## config.mk

```make
export PLATFORM = sky130hd
export DESIGN_NAME = sla_annunciator
export DESIGN_NICKNAME = d
export VERILOG_FILES = /design/src/rtl/sla_pkg.sv /design/src/rtl/sla_annunciator.sv /design/src/rtl/sla_flash.sv /design/src/rtl/sla_tick.sv
export SDC_FILE = /design/constraint.sdc
export NUM_CORES = 1
export LEC_CHECK = 0
export ABC_AREA = 1
export CORE_ASPECT_RATIO = 1.4
export CORE_MARGIN = 2
export CORE_UTILIZATION = 54
export DETAILED_ROUTE_END_ITERATION = 7
export DONT_BUFFER_PORTS = 1
export HOLD_SLACK_MARGIN = 0.02
export PLACE_DENSITY = 0.69
export RECOVER_POWER = 100
export SLEW_MARGIN = 10
export SYNTH_ARGS = -nofsm -noshare
export SYNTH_HDL_FRONTEND = slang
export SYNTH_SLANG_ARGS = --single-unit
```

## constraint.sdc

```tcl
create_clock -name clock_in -period 5.15 [get_ports clock_in]
set_input_delay 0.515 -clock clock_in [delete_from_list [all_inputs] [get_ports clock_in]]
set_output_delay 0.515 -clock clock_in [all_outputs]
set_load 0.01 [all_outputs]
```

## src/rtl/sla_pkg.sv

```systemverilog
// constants and types shared by the status lamp annunciator
// What this block does
// - No active event: status lamp toggles as heartbeat at half a hertz.
// - Active event: status lamp flashes its code until front reset acknowledges it.
// - Code shown digit by digit, short gap between digits, long gap before repeat.
// - Source one available lamp follows source one within limits.
// - Source two available lamp follows source two within limits.
// - Generator A start lamp steady while source two start is commanded.
// - Generator A start lamp blinks while its start delay counts.
// - Generator B start lamp steady only in generator-to-generator mode when commanded.
// - Generator B start lamp blinks while its start delay counts.
// - Retransfer lamp steady while retransfer relay is energized.
// - Retransfer lamp blinks while retransfer delay counts.
// - Transfer lamp steady while transfer relay is energized.
// - Transfer lamp blinks while transfer delay counts.
// - Neutral position lamp blinks while its delay runs, dark otherwise.
// - Exerciser lamp steady while schedule enabled, blinks during exercise period.
// - Push-button press or display command toggles exercise enable; disabled means dark.
// - With load monitoring, neutral warning asserts while neutral current exceeds threshold.
// - Utility-to-utility only: preferred event set on change, cleared when source one.
// - Power loss: signal network card, trigger shutdown, power off when sequences finish.
package sla_pkg;
  // ==========================================================
  // timing
  localparam int unsigned SLA_CLK_HZ = 100000000;
  localparam int unsigned SLA_BLINK_HALF_MS = 1000;
  localparam int unsigned SLA_BLINK_HALF_CYC = SLA_CLK_HZ / 1000 * SLA_BLINK_HALF_MS;
  localparam int unsigned SLA_FLASH_ON_MS = 250;
  localparam int unsigned SLA_FLASH_ON_CYC = SLA_CLK_HZ / 1000 * SLA_FLASH_ON_MS;
  localparam int unsigned SLA_DIGIT_GAP_MS = 1000;
  localparam int unsigned SLA_DIGIT_GAP_CYC = SLA_CLK_HZ / 1000 * SLA_DIGIT_GAP_MS;
  localparam int unsigned SLA_REPEAT_GAP_MS = 3000;
  localparam int unsigned SLA_REPEAT_GAP_CYC = SLA_CLK_HZ / 1000 * SLA_REPEAT_GAP_MS;
  // ==========================================================
  // fault code layout: three decimal digits
  localparam int unsigned SLA_DIGITS = 3;
  localparam logic [3:0] SLA_DIGIT_ZERO = 4'h0;
  // ==========================================================
  // carriers
  typedef struct packed {
    logic gen_a_start_cmd;
    logic gen_a_start_delay;
    logic gen_b_start_cmd;
    logic gen_b_start_delay;
    logic retransfer_relay;
    logic retransfer_delay;
    logic transfer_relay;
    logic transfer_delay;
    logic neutral_position_delay;
    logic exercise_active;
  } sla_ctrl_t;
  typedef struct packed {
    logic src1_ok;
    logic src2_ok;
    logic gen_to_gen_mode;
    logic util_to_util_mode;
    logic load_monitor_fitted;
    logic neutral_over;
    logic preferred_is_src2;
  } sla_stat_t;
endpackage

```

## src/rtl/sla_annunciator.sv

```systemverilog
// status lamp annunciator top: heartbeat, fault flash, source, timer and exerciser lamps
`timescale 1ns/10ps
`default_nettype none
module sla_annunciator
  import sla_pkg::*;
#(
  parameter int unsigned BLINK_HALF = SLA_BLINK_HALF_CYC,
  parameter int unsigned FLASH_ON = SLA_FLASH_ON_CYC,
  parameter int unsigned DIGIT_GAP = SLA_DIGIT_GAP_CYC,
  parameter int unsigned REPEAT_GAP = SLA_REPEAT_GAP_CYC
) (
  input wire logic clock_in,
  input wire logic rst_n_in,
  input wire sla_ctrl_t ctrl_in,
  input wire sla_stat_t stat_in,
  input wire logic event_raise_in,
  input wire logic [4*SLA_DIGITS-1:0] event_code_in,
  input wire logic panel_reset_in,
  input wire logic exer_button_in,
  input wire logic exer_display_toggle_in,
  input wire logic power_lost_in,
  input wire logic shutdown_done_in,
  output logic status_led_out,
  output logic src1_led_out,
  output logic src2_led_out,
  output logic gen_a_led_out,
  output logic gen_b_led_out,
  output logic retransfer_led_out,
  output logic transfer_led_out,
  output logic neutral_pos_led_out,
  output logic exerciser_led_out,
  output logic exercise_enabled_out,
  output logic event_active_out,
  output logic neutral_warn_out,
  output logic preferred_event_out,
  output logic net_shutdown_out,
  output logic shutdown_start_out,
  output logic power_off_out
);
  // ==========================================================
  // reset release
  logic rst_s1, rst_n;
  always_ff @(posedge clock_in or negedge rst_n_in) begin
    if (!rst_n_in) begin
      rst_s1 <= 1'b0;
      rst_n <= 1'b0;
    end else begin
      rst_s1 <= 1'b1;
      rst_n <= rst_s1;
    end
  end

  // ==========================================================
  // shared blink square wave
  logic blink_tick, blink;
  sla_tick #(.PERIOD(BLINK_HALF)) u_blink (
    .clock_in(clock_in),
    .rst_n(rst_n),
    .clear_in(1'b0),
    .tick_out(blink_tick)
  );
  // one second on, one second off, shared by every blinking lamp
  always_ff @(posedge clock_in or negedge rst_n) begin
    if (!rst_n) begin
      blink <= 1'b0;
    end else if (blink_tick) begin
      blink <= !blink;
    end
  end

  // ==========================================================
  // event latch and fault flash
  logic event_active;
  logic [4*SLA_DIGITS-1:0] code_held;
  logic flash_lamp;
  // a new event beats an acknowledge in the same cycle
  always_ff @(posedge clock_in or negedge rst_n) begin
    if (!rst_n) begin
      event_active <= 1'b0;
      code_held <= '0;
    end else if (event_raise_in) begin
      event_active <= 1'b1;
      code_held <= event_code_in;
    end else if (panel_reset_in) begin
      event_active <= 1'b0; // acknowledge ends the flash-out
    end
  end
  sla_flash #(
    .FLASH_ON(FLASH_ON),
    .DIGIT_GAP(DIGIT_GAP),
    .REPEAT_GAP(REPEAT_GAP)
  ) u_flash (
    .clock_in(clock_in),
    .rst_n(rst_n),
    .run_in(event_active),
    .code_in(code_held),
    .lamp_out(flash_lamp)
  );

  // ==========================================================
  // exerciser enable
  logic button_d, exercise_enabled;
  wire logic button_press = exer_button_in && !button_d;
  wire logic exer_toggle = button_press ^ exer_display_toggle_in;
  always_ff @(posedge clock_in or negedge rst_n) begin
    if (!rst_n) begin
      button_d <= 1'b0;
      exercise_enabled <= 1'b0;
    end else begin
      button_d <= exer_button_in;
      exercise_enabled <= exercise_enabled ^ exer_toggle; // press or display toggles
    end
  end

  // ==========================================================
  // preferred source change event
  logic pref_d;
  logic preferred_event;
  wire logic pref_changed = stat_in.preferred_is_src2 != pref_d;
  // clear while preferred is source one wins: the event only ever stands for source two
  always_ff @(posedge clock_in or negedge rst_n) begin
    if (!rst_n) begin
      pref_d <= 1'b0;
      preferred_event <= 1'b0;
    end else begin
      pref_d <= stat_in.preferred_is_src2;
      if (!stat_in.util_to_util_mode || !stat_in.preferred_is_src2) begin
        preferred_event <= 1'b0;
      end else if (pref_changed) begin
        preferred_event <= 1'b1;
      end
    end
  end

  // ==========================================================
  // loss of power sequence
  typedef enum logic [1:0] {SLA_PWR_RUN, SLA_PWR_SHUT, SLA_PWR_OFF} sla_pstate_t;
  sla_pstate_t pstate;
  // power off is final until reset: batteries are being saved
  always_ff @(posedge clock_in or negedge rst_n) begin
    if (!rst_n) begin
      pstate <= SLA_PWR_RUN;
    end else begin
      unique case (pstate)
        SLA_PWR_RUN: if (power_lost_in) pstate <= SLA_PWR_SHUT;
        SLA_PWR_SHUT: if (shutdown_done_in) pstate <= SLA_PWR_OFF;
        SLA_PWR_OFF: pstate <= SLA_PWR_OFF;
        default: pstate <= SLA_PWR_RUN;
      endcase
    end
  end

  // ==========================================================
  // lamp selection
  wire logic next_status = event_active ? flash_lamp : blink;
  wire logic next_gen_a = ctrl_in.gen_a_start_cmd || (ctrl_in.gen_a_start_delay && blink);
  wire logic gen_b_cmd = stat_in.gen_to_gen_mode && ctrl_in.gen_b_start_cmd;
  wire logic next_gen_b = gen_b_cmd || (ctrl_in.gen_b_start_delay && blink);
  wire logic next_retx = ctrl_in.retransfer_relay || (ctrl_in.retransfer_delay && blink);
  wire logic next_xfer = ctrl_in.transfer_relay || (ctrl_in.transfer_delay && blink);
  wire logic next_neutral = ctrl_in.neutral_position_delay && blink;
  // exercise period blinks, else steady while enabled; disabled is dark
  wire logic next_exer = exercise_enabled && (ctrl_in.exercise_active ? blink : 1'b1);
  wire logic next_nwarn = stat_in.load_monitor_fitted && stat_in.neutral_over;

  // ==========================================================
  // output registers
  always_ff @(posedge clock_in or negedge rst_n) begin
    if (!rst_n) begin
      status_led_out <= 1'b0;
      src1_led_out <= 1'b0;
      src2_led_out <= 1'b0;
      gen_a_led_out <= 1'b0;
      gen_b_led_out <= 1'b0;
      retransfer_led_out <= 1'b0;
      transfer_led_out <= 1'b0;
      neutral_pos_led_out <= 1'b0;
      exerciser_led_out <= 1'b0;
      exercise_enabled_out <= 1'b0;
      event_active_out <= 1'b0;
      neutral_warn_out <= 1'b0;
      preferred_event_out <= 1'b0;
      net_shutdown_out <= 1'b0;
      shutdown_start_out <= 1'b0;
      power_off_out <= 1'b0;
    end else begin
      status_led_out <= next_status;
      src1_led_out <= stat_in.src1_ok;
      src2_led_out <= stat_in.src2_ok;
      gen_a_led_out <= next_gen_a;
      gen_b_led_out <= next_gen_b;
      retransfer_led_out <= next_retx;
      transfer_led_out <= next_xfer;
      neutral_pos_led_out <= next_neutral;
      exerciser_led_out <= next_exer;
      exercise_enabled_out <= exercise_enabled;
      event_active_out <= event_active;
      neutral_warn_out <= next_nwarn;
      preferred_event_out <= preferred_event;
      net_shutdown_out <= (pstate != SLA_PWR_RUN);
      shutdown_start_out <= (pstate == SLA_PWR_SHUT);
      power_off_out <= (pstate == SLA_PWR_OFF);
    end
  end

  // ==========================================================
  // checks
  logic blink_q;
  always_ff @(posedge clock_in) blink_q <= blink;

  heartbeat_idle_a: assert property (@(posedge clock_in) disable iff (!rst_n)
    !event_active ##1 !event_active |-> status_led_out == $past(blink))
    else $error("heartbeat not shown while idle");
  flash_ack_a: assert property (@(posedge clock_in) disable iff (!rst_n)
    panel_reset_in && !event_raise_in |=> !event_active)
    else $error("acknowledge did not end flash");
  src1_lamp_a: assert property (@(posedge clock_in) disable iff (!rst_n)
    1'b1 |=> src1_led_out == $past(stat_in.src1_ok))
    else $error("source one lamp mismatch");
  gen_a_steady_a: assert property (@(posedge clock_in) disable iff (!rst_n)
    ctrl_in.gen_a_start_cmd |=> gen_a_led_out)
    else $error("gen a lamp not steady");
  gen_b_mode_a: assert property (@(posedge clock_in) disable iff (!rst_n)
    !stat_in.gen_to_gen_mode && !ctrl_in.gen_b_start_delay |=> !gen_b_led_out)
    else $error("gen b lamp lit outside mode");
  retx_blink_a: assert property (@(posedge clock_in) disable iff (!rst_n)
    ctrl_in.retransfer_delay && !ctrl_in.retransfer_relay |=> retransfer_led_out == blink_q)
    else $error("retransfer lamp not blinking");
  neutral_dark_a: assert property (@(posedge clock_in) disable iff (!rst_n)
    !ctrl_in.neutral_position_delay |=> !neutral_pos_led_out)
    else $error("neutral lamp lit without delay");
  exer_off_a: assert property (@(posedge clock_in) disable iff (!rst_n)
    !exercise_enabled |=> !exerciser_led_out)
    else $error("exerciser lamp lit while disabled");
  nwarn_fit_a: assert property (@(posedge clock_in) disable iff (!rst_n)
    !stat_in.load_monitor_fitted |=> !neutral_warn_out)
    else $error("neutral warning without monitoring");
  pref_clear_a: assert property (@(posedge clock_in) disable iff (!rst_n)
    !stat_in.preferred_is_src2 |=> !preferred_event)
    else $error("preferred event stuck at source one");
  power_seq_a: assert property (@(posedge clock_in) disable iff (!rst_n)
    pstate == SLA_PWR_RUN && power_lost_in |=> ##1 net_shutdown_out && shutdown_start_out)
    else $error("power loss not signalled");

  flash_seen_c: cover property (@(posedge clock_in) disable iff (!rst_n) event_active && status_led_out);
  ack_seen_c: cover property (@(posedge clock_in) disable iff (!rst_n) event_active ##1 !event_active);
  exer_blink_c: cover property (@(posedge clock_in) disable iff (!rst_n) exercise_enabled && ctrl_in.exercise_active);
  power_off_c: cover property (@(posedge clock_in) disable iff (!rst_n) power_off_out);
endmodule
`default_nettype wire

```

## src/rtl/sla_flash.sv

```systemverilog
// fault code flash-out sequencer for the status lamp
`timescale 1ns/10ps
`default_nettype none
module sla_flash
  import sla_pkg::*;
#(
  parameter int unsigned FLASH_ON = SLA_FLASH_ON_CYC,
  parameter int unsigned DIGIT_GAP = SLA_DIGIT_GAP_CYC,
  parameter int unsigned REPEAT_GAP = SLA_REPEAT_GAP_CYC
) (
  input wire logic clock_in,
  input wire logic rst_n,
  input wire logic run_in,
  input wire logic [4*SLA_DIGITS-1:0] code_in,
  output logic lamp_out
);
  typedef enum logic [1:0] {SLA_IDLE, SLA_ON, SLA_OFF, SLA_GAP} sla_fstate_t;
  localparam int unsigned TW = $clog2(REPEAT_GAP + 1);
  sla_fstate_t state;
  logic [TW-1:0] timer;
  logic [1:0] digit;
  logic [3:0] pulses;
  wire logic [3:0] cur_digit = code_in[4*digit +: 4];
  wire logic timer_done = (timer == '0);
  // index counts down, so the digit shown last of a round is index zero
  wire logic last_digit = (digit == 2'h0);
  // pulse count of this digit; a zero digit shows ten flashes
  wire logic [3:0] digit_len = (cur_digit == SLA_DIGIT_ZERO) ? 4'hA : cur_digit;
  // digits most significant first: index counts down
  always_ff @(posedge clock_in or negedge rst_n) begin
    if (!rst_n) begin
      state <= SLA_IDLE;
      timer <= '0;
      digit <= '0;
      pulses <= '0;
      lamp_out <= 1'b0;
    end else if (!run_in) begin
      state <= SLA_IDLE;
      lamp_out <= 1'b0;
    end else begin
      timer <= timer_done ? timer : timer - TW'(1);
      unique case (state)
        SLA_IDLE: begin
          state <= SLA_GAP;
          digit <= 2'(SLA_DIGITS - 1);
          timer <= TW'(DIGIT_GAP - 1);
          pulses <= '0;
        end
        SLA_GAP: if (timer_done) begin
          // load next digit's pulse count, lamp on
          state <= SLA_ON;
          pulses <= digit_len - 4'h1;
          lamp_out <= 1'b1;
          timer <= TW'(FLASH_ON - 1);
        end
        SLA_ON: if (timer_done) begin
          state <= SLA_OFF;
          lamp_out <= 1'b0;
          if (pulses != 4'h0) begin
            timer <= TW'(FLASH_ON - 1);
          end else if (last_digit) begin
            timer <= TW'(REPEAT_GAP - 1); // long pause before repeat
          end else begin
            timer <= TW'(DIGIT_GAP - 1); // short pause between digits
          end
        end
        SLA_OFF: if (timer_done) begin
          if (pulses != 4'h0) begin
            state <= SLA_ON;
            pulses <= pulses - 4'h1;
            lamp_out <= 1'b1;
            timer <= TW'(FLASH_ON - 1);
          end else begin
            digit <= (digit == 2'h0) ? 2'(SLA_DIGITS - 1) : digit - 2'h1;
            state <= SLA_GAP;
          end
        end
      endcase
    end
  end
endmodule
`default_nettype wire

```

## src/rtl/sla_tick.sv

```systemverilog
// enable pulse divider
`timescale 1ns/10ps
`default_nettype none
module sla_tick #(
  parameter int unsigned PERIOD = 100
) (
  input wire logic clock_in,
  input wire logic rst_n,
  input wire logic clear_in,
  output logic tick_out
);
  localparam int unsigned CW = $clog2(PERIOD + 1);
  logic [CW-1:0] count;
  wire logic at_end = (count == CW'(PERIOD - 1));
  // free counter, one-cycle pulse at wrap; clear restarts the interval
  always_ff @(posedge clock_in or negedge rst_n) begin
    if (!rst_n) begin
      count <= '0;
      tick_out <= 1'b0;
    end else begin
      count <= (at_end || clear_in) ? '0 : count + CW'(1);
      tick_out <= at_end && !clear_in;
    end
  end
endmodule
`default_nettype wire

```

==> results.toml <==
[status]
status = "finished with violations"
failed_checks = "max-capacitance violations, max-slew violations"

[synthesis]
syn-mean-instance-area_um2 = 7.90
yosys.cell_count.top_type = "sky130_fd_sc_hd__nand2_1"
number_of_flops_mapped_to_enable_cells_by_yosys = 0
seq_area_frac_synth = 0.449
synth_area_um2 = 5800
syn_nets = 782
yosys-top-cells-area = "sky130_fd_sc_hd__dfrtp_1 45%, sky130_fd_sc_hd__nand2_1 9.5%, sky130_fd_sc_hd__inv_1 6.5%"
postSynthCellCount = 734
yosys.area.top_type_share = 0.449
netlist-cell-type-count = 47
ys_dominant_reg_cell = "sky130_fd_sc_hd__dfrtp_1"
synthesis.yosys.warnings = 0
synth_top_area_cell = "sky130_fd_sc_hd__dfrtp_1"
synth_seq_cells = 104
synth_top_cells_by_count = "147 x sky130_fd_sc_hd__nand2_1, 104 x sky130_fd_sc_hd__dfrtp_1, 101 x sky130_fd_sc_hd__inv_1, 87 x sky130_fd_sc_hd__nor2_1, 53 x sky130_fd_sc_hd__nand3_1"
synth-async-reset-ratio = 1.00

[sta]
fin_clk_skew_ns = 0.00674
rsz_0062_raised_after_global_routing = "no"
finalCritPeriodShare = 0.549
final-setup-viol-count = 0
finalHoldViolations = 0
fin_setup_tns_ns = 0
final_max_slew_viol_count = 69
final.min_clock_period_ns = 2.83
max-slew-margin-rel = -0.116
clock.fmax_mhz = 354
slew_at_the_pin_closest_to_its_max_slew_limit_ns = 1.67

[worst_setup_path]
timing.critical_path.to = "u_flash.timer[10]"
r2r_slack_ns = 2.32
crit_path_cell_trace = "clkbuf_2"
crit_path_start_kind = "flop"
worst-setup-path-type = "reg -> async"
ff2ff_path_depth = 1
critical_path_depth = 1
cpPeakStageDelay_ns = 1.39
worstPathBufferInverterCount = 1
worst_setup_path_startpoint = "rst_n"
worstPathRequired_ns = 5.30
cp_data_arrival_time_ns = 2.98
regToRegStartpoint = "rst_n"
critical-path-top-delay-family = "buffers and inverters"
cp-end-kind = "async pin"
cp_max_fo = 68
r2r-end = "u_flash.timer[10]"
critical_path.slowest_cell = "sky130_fd_sc_hd__clkbuf_2"

[drt]
post_drt_via_cell_ratio = 5.44
routedWlPerCell_um = 14.3
detail-route-antenna-nets = 0
wirelength_um = 12500
initialDrtViolationCount = 315
first_pass_iters = 5
num_vias = 4780
detail_route.drc_violations = 0

[die]
die_span_x_um = 91.6
die_height_um = 127
die-area_um2 = 11600
fp.coreArea_um2 = 10400
boundaryPins = 53
floorplan.initialDensity = 0.557
core.rowCount = 44

[clock_tree]
cts_root_buf = "sky130_fd_sc_hd__clkbuf_16"
path_clk_slew_ns = 0.07
cts.sinks = 104
cts-buffers-inserted = 9
number_of_buffers_inserted_to_repair_setup_after_cts = 0
cts_tree = "done"
htreeDepth = 3
clk_path_buf_depth = 2
clk_latency_ns = 0.35

[layout]
area.growth.synth_to_final_pct = 5.50
final_nets = 783
final_layout_size_suffix_gt1_frac = 0.0797
antennaDiodeCount = 0

[worst_hold_path]
holdCritPathClass = "in -> reg"

[power]
worst_ir_drop_vdd_v = 0.000310
p_per_area_nw_per_um2 = 398
post-layout-total-power_uw = 2430
power.static_leakage_uw = 0.00296

[job]
cap_viol_max_count = 1

[global_routing]
use_met2 = 0.396
grt_overflow = 0
grtUsageTotal = 0.231
globalRouteMet3Util = 0.0362
use_met1 = 0.289
grt-busiest-layer = "met2"
first_global_vias = 4665
pin_count_of_the_biggest_net_entering_global_routing = 69
number_of_antenna_violations_at_the_first_check_in_global_routing = 0
global_route_wire_length_before_repair_um = 21500

[place]
final_weighted_congestion_of_routability_driven_global_placement = 0.954
place_hpwl_um = 9470
place.port_buffers = 0
repair_timing:
action,CTS,global route
gates resized for setup,0,0
endpoints found under the hold margin,2,0
hold buffers,1,0
logic make-up after synthesis:
| family | after synthesis | synth area share |
|---|---|---|
| AOI/OAI and AO/OA | 90 | 0.0883 |
| xor gates and xnor gates | 28 | 0.0423 |
| adders and majority gates | 11 | 0.0237 |
| buffers and inverters | 126 | 0.0857 |
| DFF | 104 | 0.449 |
| other | 1 | 0.000647 |
| and+or+nand+nor | 374 | 0.311 |
sequential cells by signal (all words and copies together), names as in the netlist, 2 cells and up:
name / count
code_held: 12
u_flash.digit: 2
u_flash.pulses: 4
pstate: 2
u_flash.state: 2
u_blink.count: 27
u_flash.timer: 29
area by class of cell:
type	count	area, um2
Fill cell	924	4290
Multi-Input combinational cell	504	2610
Sequential cell	104	2600
Inverter	114	428
Clock buffer	10	239
Tap cell	138	173
Clock inverter	6	51.3
Timing Repair Buffer	2	15.0
report_power, final:
group	switching, uW	internal [uW]	total (uW)
Clock	321	348	669
Combinational	464	240	704
Sequential	125	936	1060
Total	910	1520	2430
layout by cell type (no fill, tap or decap), types with 11 or more instances in the layout:
master | netlist | layout
sky130_fd_sc_hd__nand2_1 | 147 | 149
sky130_fd_sc_hd__dfrtp_1 | 104 | 104
sky130_fd_sc_hd__inv_1 | 101 | 103
sky130_fd_sc_hd__nor2_1 | 87 | 93
sky130_fd_sc_hd__nand3_1 | 53 | 55
sky130_fd_sc_hd__o21ai_0 | 36 | 39
sky130_fd_sc_hd__a21oi_1 | 29 | 29
sky130_fd_sc_hd__xor2_1 | 23 | 23
sky130_fd_sc_hd__nor3_1 | 17 | 21
sky130_fd_sc_hd__nand4_1 | 17 | 17
sky130_fd_sc_hd__ha_1 | 11 | 11
metal layers:
| layer | wire length, um | part of all wire |
|---|---|---|
| met2 | 6420 | 0.51 |
| met3 | 471 | 0.038 |
| met4 | 392 | 0.031 |
| met5 | 0 | 0 |
| met1 | 5260 | 0.42 |
how the worst min path moves through the flow:
stage	from	end	slack [ns]	depth (start not counted)
final	exer_button_in	button_d	0.19	0
after global routing	exer_button_in	button_d	0.17	0
after CTS	exer_button_in	button_d	0.18	0
after detailed placement	rst_n_in	rst_s1	0.22	0
after global placement	rst_n_in	rst_s1	0.22	0
after floorplan	rst_n_in	rst_n	0.22	0
stage by stage:
| stage | worst slack (ns) | instances | hold slack [ns] | utilization | area [um2] |
|---|---|---|---|---|---|
| after floorplan | 2.04 | 734 | 0.219 | - | 5800 |
| after global placement | 2.52 | 861 | 0.219 | 0.568 | 5910 |
| after CTS | 2.43 | 878 | 0.177 | 0.597 | 6210 |
| after global routing | 1.61 | 878 | 0.172 | 0.588 | 6120 |
| final | 2.32 | 878 | 0.190 | 0.588 | 6120 |
| after detailed placement | 2.44 | 861 | 0.219 | 0.568 | 5910 |
(Power assumes the default switching activity.)
